**config.mk**
```make
export PLATFORM = sky130hd
export DESIGN_NAME = mwd_decode
export DESIGN_NICKNAME = d
export VERILOG_FILES = /design/src/rtl/mwd_pkg.sv /design/src/rtl/mwd_decode.sv /design/src/rtl/mwd_bmux.sv
export SDC_FILE = /design/constraint.sdc
export NUM_CORES = 1
export LEC_CHECK = 0
export ABC_AREA = 1
export BUFFER_PORTS_ARGS = -buffer_cell sky130_fd_sc_hd__buf_4
export CORE_ASPECT_RATIO = 1.2
export CORE_MARGIN = 1.5
export CORE_UTILIZATION = 35
export DETAILED_ROUTE_END_ITERATION = 16
export HOLD_SLACK_MARGIN = 0.15
export PLACE_DENSITY = 0.71
export SYNTH_ARGS = -nofsm -noshare
export SYNTH_HDL_FRONTEND = slang
export SYNTH_SLANG_ARGS = --single-unit
```
**constraint.sdc**
```tcl
create_clock -name pclk -period 1.9 [get_ports pclk]
set_input_delay 0.095 -clock pclk [delete_from_list [all_inputs] [get_ports pclk]]
set_output_delay 0.095 -clock pclk [all_outputs]
set_load 0.05 [all_outputs]
```
**src/rtl/mwd_pkg.sv**
```systemverilog
// Package with microword field layout, timing constants and shared types.
package mwd_pkg;

  // Microword layout.
  localparam int MW_W = 59;
  localparam int PTR_LSB = 0;
  localparam int PTR_W = 9;
  localparam int RIF_LSB = 9;
  localparam int RIMM_BIT = 13;
  localparam int RSEL_LSB = 14;
  localparam int BTEST_LSB = 17;
  localparam int BTEST_W = 5;
  localparam int SBA_BIT = 22;
  localparam int SDM_LSB = 23;
  localparam int SBM_LSB = 25;
  localparam int SBC_LSB = 29;
  localparam int ALU_LSB = 33;
  localparam int SPS_LSB = 38;
  localparam int DAD_LSB = 41;
  localparam int BUS_LSB = 45;
  localparam int CBA_BIT = 48;
  localparam int CD_BIT = 49;
  localparam int CB_BIT = 50;
  localparam int WRL_BIT = 51;
  localparam int WRH_BIT = 52;
  localparam int CIR_BIT = 55;
  localparam int CYCLE_LENGTH_CODE_LSB = 56;
  localparam int CLOCK_STOP_BIT_BIT = 58;

  // Discrete alteration codes.
  localparam logic [1:0] DAD_ALU_IR = 2'h3;
  localparam logic [3:0] DAD_STACK_CHK = 4'h1;

  // Microcycle timing.
  localparam int CLK_NS = 10;
  localparam int CYC_SHORT_NS = 140;
  localparam int CYC_MED_NS = 200;
  localparam int CYC_LONG_NS = 300;
  localparam logic [4:0] CYC_SHORT = 5'((CYC_SHORT_NS + CLK_NS - 1) / CLK_NS);
  localparam logic [4:0] CYC_MED = 5'((CYC_MED_NS + CLK_NS - 1) / CLK_NS);
  localparam logic [4:0] CYC_LONG = 5'((CYC_LONG_NS + CLK_NS - 1) / CLK_NS);
  localparam logic [4:0] BRANCH_SAMPLE_CNT = 5'h01;

  // Register map.
  localparam logic [7:0] CTRL_OFS = 8'h00;
  localparam logic [7:0] STAT_OFS = 8'h04;
  localparam logic [7:0] UWLO_OFS = 8'h08;
  localparam logic [7:0] UWHI_OFS = 8'h0c;
  localparam int CTRL_START_BIT = 0;
  localparam int CTRL_HALT_BIT = 1;
  localparam logic [1:0] CTRL_RESET = 2'h0;

  typedef enum logic [1:0] {
    MWD_SP_IMM = 2'b00,
    MWD_SP_BUSADDR = 2'b01,
    MWD_SP_DEST = 2'b10,
    MWD_SP_SRC = 2'b11
  } mwd_spmode_t;

  typedef enum logic {
    MWD_IDLE = 1'b0,
    MWD_RUN = 1'b1
  } mwd_state_t;

  typedef struct packed {
    logic [3:0] sp_addr;
    mwd_spmode_t sp_mode;
    logic sp_wr_hi;
    logic sp_wr_lo;
    logic busaddr_mux_sel_buf;
    logic [3:0] dmux_onehot;
    logic [3:0] bmux_select;
    logic [3:0] bconst_select;
    logic [4:0] alu_op;
    logic [2:0] status_word_control;
    logic ps_clk_en;
    logic [3:0] discrete_alteration_field;
    logic odd_chk_en;
    logic stack_chk_en;
    logic begin_bus_cycle;
    logic bus_xfer_type_hi;
    logic bus_xfer_type_lo;
    logic bus_nondata;
    logic busaddr_reg_clk_en;
    logic dreg_clk_en;
    logic breg_clk_en;
    logic instr_reg_clk_en;
    logic branch_group_30s;
    logic [1:0] cycle_length_code;
  } mwd_ctl_t;

  localparam mwd_ctl_t CTL_RESET = '0;

endpackage : mwd_pkg

```
**src/rtl/mwd_decode.sv**
```systemverilog
// Microword field decode, branch-test multiplexing and microcycle sequencing.
//
// Overview of operation
// - Register-immediate bit 13 makes bits 12:9 the scratch pad address.
// - Bits 16:13 choose immediate, bus-address, destination or source register mode.
// - The branch field enables alteration of the pointer next address.
// - Bit 22 set routes the ALU output into the bus address register.
// - D selector codes 0,1,2,3 pick inputs A,B,C,D.
// - Bits 28:25 drive the B selector byte sections directly.
// - Bits 32:29 go to the B constant generator.
// - ALU field 37:33 may be replaced by an instruction-register function.
// - Status field encodes what loads into the status word and when.
// - Alteration field 44:41 enables stack checks on bus cycles; every bus cycle enables the odd-address check.
// - Bus field 47:45 gives transfer-type signals and begin-bus-cycle.
// - Bits 48, 49, 50 enable bus address, D and B register clocks.
// - Bits 52 and 51 write upper and lower scratch pad bytes.
// - Bit 55 enables instruction register clocking.
// - Clock field gives cycle length code and clock stop.
// - All fields except the pointer are held true in ROM and buffer.
// - Bit 0 two muxes, bit 1 sixteen, bits 2-3 eight, bits 4-5 four inputs.
// - Dispatch tests 34-37 reach every branch bit; 30-33 four, others one or two.
// - Group decode of tests 30-37 enables muxes and flag clocking.
// - Selected codes and expansion codes are ORed onto bits 5:1.
// - Bit 0 has separate high and low test inputs, no expansion code.
// - Complemented pointer is re-inverted; buffer holds true, branched address.
// - Length codes 00/01 short, 10 medium, 11 long; 140, 200, 300 ns.
// - Clock stop halts after the word until an asynchronous or control-register start arrives.
`timescale 1ns/100ps
module mwd_decode (
  // Clock and reset
  input wire logic pclk,
  input wire logic presetn,
  // APB slave
  input wire logic psel,
  input wire logic penable,
  input wire logic pwrite,
  input wire logic [7:0] paddr,
  input wire logic [31:0] pwdata,
  output logic [31:0] prdata,
  output logic pready,
  output logic pslverr,
  // Microprogram ROM
  output logic [mwd_pkg::PTR_W-1:0] rom_addr,
  input wire logic [mwd_pkg::MW_W-1:0] rom_word,
  // Instruction decode inputs
  input wire logic [2:0] ir_src_reg,
  input wire logic [2:0] ir_dst_reg,
  input wire logic [3:0] busaddr_low,
  input wire logic [4:0] ir_alu_op,
  // Branch codes
  input wire logic [15:0] branch_bit0_low_tests,
  input wire logic [15:0] branch_bit0_high_tests,
  input wire logic [15:0] bc1_in,
  input wire logic [7:0] bc2_in,
  input wire logic [7:0] bc3_in,
  input wire logic [3:0] bc4_in,
  input wire logic [3:0] bc5_in,
  input wire logic [5:1] exp_branch_code,
  // Run control
  input wire logic start_async,
  output logic running,
  output logic cycle_strobe,
  // Data path controls
  output mwd_pkg::mwd_ctl_t ctl
);
  import mwd_pkg::*;

  //////////////////////////////////////////////////////////////////////////////
  // Start synchroniser and run state.

  logic start_meta_r;
  logic start_sync_r;
  logic start_seen_r;
  mwd_state_t state_r;
  logic [4:0] cnt_r;
  logic stop_pend_r;
  logic [1:0] ctrl_r;
  logic soft_start;
  logic start_evt;
  logic end_w;
  logic load_w;

  always_ff @(posedge pclk or negedge presetn)
  begin
    if (!presetn)
    begin
      start_meta_r <= 1'b0;
      start_sync_r <= 1'b0;
      start_seen_r <= 1'b0;
    end
    else
    begin
      start_meta_r <= start_async;
      start_sync_r <= start_meta_r;
      start_seen_r <= start_sync_r;
    end
  end

  assign start_evt = (start_sync_r & ~start_seen_r) | soft_start;
  assign end_w = (state_r == MWD_RUN) && (cnt_r == 5'h00);
  assign load_w = end_w && !stop_pend_r;

  function automatic logic [4:0] len_of(input logic [1:0] code);
    unique case (code)
      2'b00, 2'b01: len_of = CYC_SHORT;
      2'b10: len_of = CYC_MED;
      2'b11: len_of = CYC_LONG;
    endcase
  endfunction : len_of

  // A start arriving in the cycle that halts the machine keeps it running.
  always_ff @(posedge pclk or negedge presetn)
  begin
    if (!presetn)
      state_r <= MWD_IDLE;
    else if (start_evt)
      state_r <= MWD_RUN;
    else if (end_w && stop_pend_r)
      state_r <= MWD_IDLE;
  end

  always_ff @(posedge pclk or negedge presetn)
  begin
    if (!presetn)
      cnt_r <= 5'h00;
    else if (state_r == MWD_IDLE)
      cnt_r <= 5'h00;
    else if (load_w)
      cnt_r <= len_of(rom_word[CYCLE_LENGTH_CODE_LSB +: 2]) - 5'h01;
    else if (cnt_r != 5'h00)
      cnt_r <= cnt_r - 5'h01;
  end

  // The stop is latched with the word so a mid-cycle halt write cannot clip it.
  always_ff @(posedge pclk or negedge presetn)
  begin
    if (!presetn)
      stop_pend_r <= 1'b0;
    else if (load_w)
      stop_pend_r <= rom_word[CLOCK_STOP_BIT_BIT] | ctrl_r[CTRL_HALT_BIT];
    else if (start_evt)
      stop_pend_r <= 1'b0;
  end

  assign running = (state_r == MWD_RUN);

  //////////////////////////////////////////////////////////////////////////////
  // Word buffer and next-address formation.

  logic [MW_W-1:0] uword_r;
  logic [PTR_W-1:0] upp_r;
  logic [PTR_W-1:0] prev_r;
  logic [PTR_W-1:0] naddr;
  logic [BTEST_W-1:0] btest;
  logic grp20;
  logic grp30;
  logic grp34;
  logic [5:0] bmod;
  logic b0_hi;
  logic b0_lo;

  assign btest = rom_word[BTEST_LSB +: BTEST_W];
  assign grp20 = btest[4];
  assign grp30 = btest[4] & btest[3];
  assign grp34 = grp30 & btest[2];

  // Bit 0 needs two muxes: the low tests and the high tests are gated by opposite values of test bit 4.
  mwd_bmux #(.N(16)) u_mux0_lo (
    .sel(btest[3:0]),
    .en(!grp20 && (btest != 5'h00)),
    .din(branch_bit0_low_tests),
    .dout(b0_lo)
  );
  mwd_bmux #(.N(16)) u_mux0_hi (
    .sel(btest[3:0]),
    .en(grp20),
    .din(branch_bit0_high_tests),
    .dout(b0_hi)
  );
  mwd_bmux #(.N(16)) u_mux1 (
    .sel(btest[3:0]),
    .en(grp20),
    .din(bc1_in),
    .dout(bmod[1])
  );
  mwd_bmux #(.N(8)) u_mux2 (
    .sel(btest[2:0]),
    .en(grp30),
    .din(bc2_in),
    .dout(bmod[2])
  );
  mwd_bmux #(.N(8)) u_mux3 (
    .sel(btest[2:0]),
    .en(grp30),
    .din(bc3_in),
    .dout(bmod[3])
  );
  mwd_bmux #(.N(4)) u_mux4 (
    .sel(btest[1:0]),
    .en(grp34),
    .din(bc4_in),
    .dout(bmod[4])
  );
  mwd_bmux #(.N(4)) u_mux5 (
    .sel(btest[1:0]),
    .en(grp34),
    .din(bc5_in),
    .dout(bmod[5])
  );

  assign bmod[0] = b0_lo | b0_hi;

  // The branch is applied as the word is loaded, so the ROM is addressed with no lag.
  always_comb
  begin
    naddr = ~rom_word[PTR_LSB +: PTR_W];
    if (btest != 5'h00)
      naddr = naddr | {3'h0, bmod[5:1] | exp_branch_code, bmod[0]};
  end

  // Only the pointer is re-inverted and branched; every other field is taken as is.
  always_ff @(posedge pclk or negedge presetn)
  begin
    if (!presetn)
      uword_r <= '0;
    else if (load_w)
      uword_r <= {rom_word[MW_W-1:PTR_W], naddr};
  end

  always_ff @(posedge pclk or negedge presetn)
  begin
    if (!presetn)
    begin
      upp_r <= '0;
      prev_r <= '0;
      cycle_strobe <= 1'b0;
    end
    else
    begin
      cycle_strobe <= load_w;
      if (load_w)
      begin
        prev_r <= upp_r;
        upp_r <= naddr;
      end
    end
  end

  assign rom_addr = upp_r;

  //////////////////////////////////////////////////////////////////////////////
  // Field decode into the data-path control register.

  mwd_ctl_t ctl_nxt;
  logic [2:0] rsel;
  logic [2:0] bus_code;
  logic [3:0] dad;

  always_comb
  begin
    rsel = rom_word[RSEL_LSB +: 3];
    bus_code = rom_word[BUS_LSB +: 3];
    dad = rom_word[DAD_LSB +: 4];
    ctl_nxt = CTL_RESET;
    // Immediate wins over the other three modes.
    if (rom_word[RIMM_BIT])
    begin
      ctl_nxt.sp_mode = MWD_SP_IMM;
      ctl_nxt.sp_addr = rom_word[RIF_LSB +: 4];
    end
    else if (rsel[0])
    begin
      ctl_nxt.sp_mode = MWD_SP_BUSADDR;
      ctl_nxt.sp_addr = busaddr_low;
    end
    else if (rsel[1])
    begin
      ctl_nxt.sp_mode = MWD_SP_DEST;
      ctl_nxt.sp_addr = {1'b0, ir_dst_reg};
    end
    else
    begin
      ctl_nxt.sp_mode = MWD_SP_SRC;
      ctl_nxt.sp_addr = {1'b0, ir_src_reg};
    end
    ctl_nxt.sp_wr_hi = rom_word[WRH_BIT];
    ctl_nxt.sp_wr_lo = rom_word[WRL_BIT];
    ctl_nxt.busaddr_mux_sel_buf = rom_word[SBA_BIT];
    ctl_nxt.dmux_onehot = 4'h1 << rom_word[SDM_LSB +: 2];
    ctl_nxt.bmux_select = rom_word[SBM_LSB +: 4];
    ctl_nxt.bconst_select = rom_word[SBC_LSB +: 4];
    if (dad[3:2] == DAD_ALU_IR)
      ctl_nxt.alu_op = ir_alu_op;
    else
      ctl_nxt.alu_op = rom_word[ALU_LSB +: 5];
    ctl_nxt.status_word_control = rom_word[SPS_LSB +: 3];
    ctl_nxt.ps_clk_en = |rom_word[SPS_LSB +: 3];
    ctl_nxt.discrete_alteration_field = dad;
    ctl_nxt.begin_bus_cycle = |bus_code;
    ctl_nxt.odd_chk_en = |bus_code;
    ctl_nxt.stack_chk_en = (|bus_code) && (dad == DAD_STACK_CHK);
    ctl_nxt.bus_xfer_type_hi = bus_code[1];
    ctl_nxt.bus_xfer_type_lo = bus_code[0];
    ctl_nxt.bus_nondata = bus_code[2];
    ctl_nxt.busaddr_reg_clk_en = rom_word[CBA_BIT];
    ctl_nxt.dreg_clk_en = rom_word[CD_BIT];
    ctl_nxt.breg_clk_en = rom_word[CB_BIT];
    ctl_nxt.instr_reg_clk_en = rom_word[CIR_BIT];
    ctl_nxt.branch_group_30s = rom_word[BTEST_LSB + 4] & rom_word[BTEST_LSB + 3];
    ctl_nxt.cycle_length_code = rom_word[CYCLE_LENGTH_CODE_LSB +: 2];
  end

  always_ff @(posedge pclk or negedge presetn)
  begin
    if (!presetn)
      ctl <= CTL_RESET;
    else if (load_w)
      ctl <= ctl_nxt;
  end

  //////////////////////////////////////////////////////////////////////////////
  // APB slave: zero wait states, error on unmapped offsets.

  logic setup_w;
  logic hit_w;

  assign setup_w = psel && !penable;
  assign hit_w = (paddr == CTRL_OFS) || (paddr == STAT_OFS) ||
                 (paddr == UWLO_OFS) || (paddr == UWHI_OFS);
  assign soft_start = psel && penable && pready && pwrite && !pslverr &&
                      (paddr == CTRL_OFS) && pwdata[CTRL_START_BIT];

  always_ff @(posedge pclk or negedge presetn)
  begin
    if (!presetn)
    begin
      pready <= 1'b0;
      pslverr <= 1'b0;
    end
    else
    begin
      pready <= setup_w;
      pslverr <= setup_w && !hit_w;
    end
  end

  always_ff @(posedge pclk or negedge presetn)
  begin
    if (!presetn)
      ctrl_r <= CTRL_RESET;
    else if (psel && penable && pready && pwrite && (paddr == CTRL_OFS))
      ctrl_r <= {pwdata[CTRL_HALT_BIT], 1'b0};
  end

  always_ff @(posedge pclk or negedge presetn)
  begin
    if (!presetn)
      prdata <= 32'h0000_0000;
    else if (setup_w && !pwrite)
    begin
      unique case (paddr)
        CTRL_OFS: prdata <= {30'h0, ctrl_r};
        STAT_OFS: prdata <= {1'b0, ctl.cycle_length_code, running, 3'h0, upp_r,
                             7'h00, prev_r};
        UWLO_OFS: prdata <= uword_r[31:0];
        UWHI_OFS: prdata <= {5'h00, uword_r[MW_W-1:32]};
        default: prdata <= 32'h0000_0000;
      endcase
    end
  end

  //////////////////////////////////////////////////////////////////////////////
  // Checks.

  a_imm_addr: assert property (@(posedge pclk) disable iff (!presetn)
    load_w && rom_word[RIMM_BIT] |=> ctl.sp_addr == $past(rom_word[RIF_LSB +: 4]))
    else $error("Immediate scratch pad address not taken.");

  a_ptr_true: assert property (@(posedge pclk) disable iff (!presetn)
    load_w |=> (uword_r[PTR_LSB +: PTR_W] | ~$past(rom_word[PTR_LSB +: PTR_W])) ==
    uword_r[PTR_LSB +: PTR_W])
    else $error("Pointer field not re-inverted.");

  a_alu_ir_sel: assert property (@(posedge pclk) disable iff (!presetn)
    load_w && (rom_word[DAD_LSB + 2 +: 2] == DAD_ALU_IR) |=> ctl.alu_op == $past(ir_alu_op))
    else $error("ALU function not taken from instruction.");

  a_bus_begin: assert property (@(posedge pclk) disable iff (!presetn)
    load_w |=> (ctl.begin_bus_cycle == (|$past(rom_word[BUS_LSB +: 3]))) &&
    (ctl.odd_chk_en == ctl.begin_bus_cycle))
    else $error("Begin bus cycle mismatch.");

  a_long_cycle: assert property (@(posedge pclk) disable iff (!presetn)
    load_w && (rom_word[CYCLE_LENGTH_CODE_LSB +: 2] == 2'b11) && !rom_word[CLOCK_STOP_BIT_BIT] &&
    !ctrl_r[CTRL_HALT_BIT] |=> !load_w [*8] ##22 load_w)
    else $error("Long microcycle is not thirty clocks.");

  a_halt_after: assert property (@(posedge pclk) disable iff (!presetn)
    end_w && stop_pend_r && !start_evt |=> !running ##1 !cycle_strobe)
    else $error("Clock stop did not halt.");

  a_group_30s: assert property (@(posedge pclk) disable iff (!presetn)
    load_w |=> ctl.branch_group_30s == ($past(rom_word[BTEST_LSB + 3 +: 2]) == 2'b11))
    else $error("Group 30 decode wrong.");

  a_no_branch: assert property (@(posedge pclk) disable iff (!presetn)
    load_w && (btest == 5'h00) |=> upp_r == ~$past(rom_word[PTR_LSB +: PTR_W]))
    else $error("Address altered without a branch test.");

  a_prev_addr: assert property (@(posedge pclk) disable iff (!presetn)
    load_w |=> prev_r == $past(upp_r) && cycle_strobe)
    else $error("Previous address not saved.");

  a_start_run: assert property (@(posedge pclk) disable iff (!presetn)
    $rose(start_sync_r) |=> running)
    else $error("Start did not set run.");

endmodule : mwd_decode

```
**src/rtl/mwd_bmux.sv**
```systemverilog
// One branch-test multiplexer feeding a single next-address bit.
`timescale 1ns/100ps
module mwd_bmux #(
  parameter int N = 4
) (
  // Selection
  input wire logic [$clog2(N)-1:0] sel,
  input wire logic en,
  // Data
  input wire logic [N-1:0] din,
  output logic dout
);

  assign dout = en & din[sel];

endmodule : mwd_bmux

```
==> impl_summary.md <==
Run status
The flow ran to the end, and the final reports show no timing, DRC or antenna violations.

Placed design
The global placer's final weighted congestion is ~0.9. Input and output buffers added on the ports amount to around 260. OpenSTA, run right after detailed placement, puts the worst setup slack at -53.87 ps.

The placed wire-length estimate after detailed placement is between 15000 and 20000 µm.

Drt
The mean routed wirelength per cell is 15.95 µm. Once detail routing completed, the nets flagged for antenna violations numbered 0. The via density per instance is between 4 and 5. The first routing iteration left approximately 400 violations.

The pre-antenna-repair detailed-routing pass consisted of 5 iterations. The final wirelength is roughly 24000 µm. The routed layout has ~7300 vias. For this run, design rule violations remaining after detail routing come to 0.

Timing
Setup violations remaining at the end of the flow were counted as 0. The worst hold slack after final layout is 181.5 ps. The final count of pins violating max slew was 0. The worst path needs roughly 1900 ps of the cycle, external delays included. The setup slack after layout is roughly 7.2 ps. The total count of hold-check failures in the final report came to 0. Between clock sinks in the finished design, the worst skew comes to ~10 ps. Measured against its own limit, the worst slew margin works out to 0.6511.

Of the available clock period, the critical path in the final layout requires 0.9962. The setup TNS is 0 ps. Based on the critical path, the design can be clocked at up to approximately 530 MHz. Setup repair after global routing could not meet its margin everywhere. The measured slew at the worst slew-check pin is 522.8 ps.

Logic synthesis
The post-synthesis xor/xnor area fraction is 0. In this run, synthesis inferred 0 flip-flops with an integrated enable. The post-synth net total is roughly 1100.

The most frequent cell after synthesis is sky130_fd_sc_hd__nand2_1. Synthesis produced 917 cells. In this run, synthesis produced a sequential element count of ~130. The cell taking the most area after synthesis is sky130_fd_sc_hd__dfrtp_1.

The async set or reset register ratio after synthesis is 1.000. The largest family of logic cells by synthesized area is simple AND/OR/NAND/NOR gates. The post-synthesis average cell area is around 7.5 µm². The sequential fraction of the synthesis area is 0.4858. The commonest cells after synthesis are sky130_fd_sc_hd__nand2_1, sky130_fd_sc_hd__dfrtp_1, sky130_fd_sc_hd__inv_1, sky130_fd_sc_hd__o21ai_0, sky130_fd_sc_hd__nor2_1.

The count of unique library cells instantiated by Yosys is 34. The leading register cell type out of synthesis is sky130_fd_sc_hd__dfrtp_1. After synthesis, the share of cell area in mux cells is 0.

The number of synthesis warnings is 0. The synthesized-area fraction occupied by adder cells is 0.001826. The synthesized netlist occupies a cell area of about 6900 µm².

The share of synthesized area in the top cell type comes to 0.4858. The fraction of the mapped netlist area in compound gates is 0.1050. Yosys attributes the largest share of cell area to sky130_fd_sc_hd__dfrtp_1, sky130_fd_sc_hd__nand2_1, sky130_fd_sc_hd__o21ai_0, sky130_fd_sc_hd__nand3_1, sky130_fd_sc_hd__buf_4. The simple-gate portion of the synthesized area is 0.2919.

Min path
The classification of the worst-slack hold path is input pin to register. The beginning of the worst hold path is psel.

Setup path
The minimum setup slack among reg-to-reg paths is ~7.2 ps. The count of cells along the worst register-to-register path is 14. The endpoint of the most critical register-to-register path is cnt_r[4]. For the worst setup path, the data arrival time is approximately 2200 ps.

The type of the setup path with the least slack is register to register. The critical path ends at cnt_r[4]. The maximum net fanout on the critical path is 3. The critical path launch point is cnt_r[2].

The type of element capturing the critical path is a register. The critical path launch point type is a register. The required time of the critical path is 2250 ps. The worst flop-to-flop path startpoint is cnt_r[2].

CTS
The clock tree root buffer cell is sky130_fd_sc_hd__clkbuf_16. For the worst-skew pair, the clock arrives at the later sink with an insertion delay of between 400 and 500 ps. The number of sinks on the clock net is ~130.

The maximum number of buffers from clock root to sink is 2. The clock transition at the registers of the reported paths is approximately 70 ps. The clock tree synthesis step divided the H-tree into 4 levels.

TritonCTS built the clock tree. In this run, CTS created clock tree buffers numbering 17.

GRT
Entering global routing, the biggest net connects 88 pins. After global routing the overflow that remains totals 0. The number of global-route vias before repair came to about 7400. The global routing usage summed across all routing layers is 0.2384.

The first global-routing pass estimated ~37000 µm of wire. The number of antenna violations at the first check in global routing is 1.

Floorplanning
The floorplan step defined a die boundary enclosing 20420 µm². The effective utilization at floorplan is 0.3607. In this run the vertical extent of the chip is ~160 µm. The core region is ~19000 µm².

The number of rows created at floorplan is 55. The number of top-level pins is roughly 290. The width of the chip is between 100 and 150 µm.

Pwr
The worst-case IR drop observed on VDD is approximately 0.00067 V. In this run the static leakage power is 0.005482 µW. Dividing total power by cell area gives a power density of between 1000 and 1500 nW/µm².

Job
The number of max-cap violations is 0.

Finish
The net count of the finished layout is about 1400. The layout overhead on the synthesized area is 53.35%. The fraction of layout cells with a size suffix above 1 is 0.2711.

The fraction of the core area covered by cells at the end of the flow is 0.5531.
==> critical path, cell delays in order, from the launching register on <==
cell,delay [ps]
sky130_fd_sc_hd__dfrtp_1,400
sky130_fd_sc_hd__inv_2,80
sky130_fd_sc_hd__nand2_4,50
sky130_fd_sc_hd__nor3_4,230
sky130_fd_sc_hd__nand3_4,130
sky130_fd_sc_hd__inv_4,80
sky130_fd_sc_hd__nand3_2,60
sky130_fd_sc_hd__o21ai_2,60
sky130_fd_sc_hd__ha_2,200
sky130_fd_sc_hd__inv_2,40
sky130_fd_sc_hd__nor2_2,90
sky130_fd_sc_hd__nand2_1,70
sky130_fd_sc_hd__o21ai_1,130
sky130_fd_sc_hd__inv_1,70
sky130_fd_sc_hd__a21oi_2,130
==> per-layer routing <==
metal / global-route usage / routed length, µm / share of wire / vias up
li1: - / - / - / 3518
met5: 0 / 0 / 0 / -
met3: 0.04239 / 1493 / 0.062 / 55
met1: 0.2692 / 9289 / 0.39 / 3418
met4: 0.1099 / 879 / 0.037 / 0
met2: 0.4318 / 12320 / 0.51 / 310
==> power by group <==
group	internal (µW)	switching (µW)	total, µW
clock	1970	1370	3340
combinational	1780	3500	5280
sequential	3810	708	4520
==> sequential cells by signal, indices dropped and copies added, names as in the netlist <==
name / cells
uword_r: 59
prdata: 32
ctl: 19
prev_r: 9
cnt_r: 5
ctrl_r: 1
cycle_strobe: 1
pready: 1
pslverr: 1
running: 1
start_meta_r: 1
start_seen_r: 1
start_sync_r: 1
stop_pend_r: 1
==> cell type report <==
class,count,area [µm²]
Multi-Input combinational cell,624,2785
Clock buffer,18,429.2
Tap cell,256,320.3
Timing Repair Buffer,380,3178
Inverter,78,296.5
Clock inverter,14,163.9
Antenna cell,1,2.502
Fill cell,1782,8488
Sequential cell,133,3329
==> logic make-up after synthesis <==
logic type / count (synthesis)
flip-flops: 133
buffers and inverters: 160
adder cells (fa/ha/maj): 1
AO/OA/AOI/OAI: 129
AND/OR/NAND/NOR: 494
==> timing repair <==
action / 4_1_cts / 5_1_grt
buffers inserted: 0 / 5
endpoints found under the hold margin: 216 / 0
pin swaps: 1 / 7
endpoints found under the setup margin: 1 / 6
gates resized for setup: 1 / 13
hold buffers: 100 / 0
==> how the worst min path moves through the flow <==
| stage | end | slack (ps) | cells after the start |
|---|---|---|---|
| 2_1_floorplan | cnt_r[0] | -200 | 0 |
| 3_3_place_gp | ctl[25] | 90 | 1 |
| 3_5_place_dp | ctl[24] | 90 | 1 |
| 4_1_cts | stop_pend_r | 160 | 6 |
| 5_1_grt | stop_pend_r | 220 | 6 |
| 6_report | stop_pend_r | 180 | 6 |
==> layout by cell type (no fill, tap or decap), types with 4 or more instances in the layout <==
cell and instances:
sky130_fd_sc_hd__nand2_1 341, sky130_fd_sc_hd__buf_4 275, sky130_fd_sc_hd__dfrtp_1 132, sky130_fd_sc_hd__dlygate4sd3_1 97, sky130_fd_sc_hd__inv_1 70, sky130_fd_sc_hd__o21ai_0 70
sky130_fd_sc_hd__nor2_1 69, sky130_fd_sc_hd__nand3_1 64, sky130_fd_sc_hd__clkbuf_16 17, sky130_fd_sc_hd__a21oi_1 13, sky130_fd_sc_hd__o211ai_1 10, sky130_fd_sc_hd__o21ai_1 8
sky130_fd_sc_hd__a31oi_1 7, sky130_fd_sc_hd__inv_2 6, sky130_fd_sc_hd__o22ai_1 6, sky130_fd_sc_hd__inv_6 6, sky130_fd_sc_hd__buf_12 6, sky130_fd_sc_hd__nor3_1 4
==> stage by stage <==
| stage | total power, µW | cell area, µm² | std cells |
|---|---|---|---|
| final | 13150 | 10510 | 1504 |
| after global routing | 13780 | 10510 | 1504 |
| after CTS | 13080 | 10460 | 1501 |
| after detailed placement | 9539 | 8861 | 1369 |
| after global placement | 9473 | 8861 | 1369 |
| after floorplan | 8196 | 6859 | 917 |
Note: power is estimated with default switching activity, not from simulation.
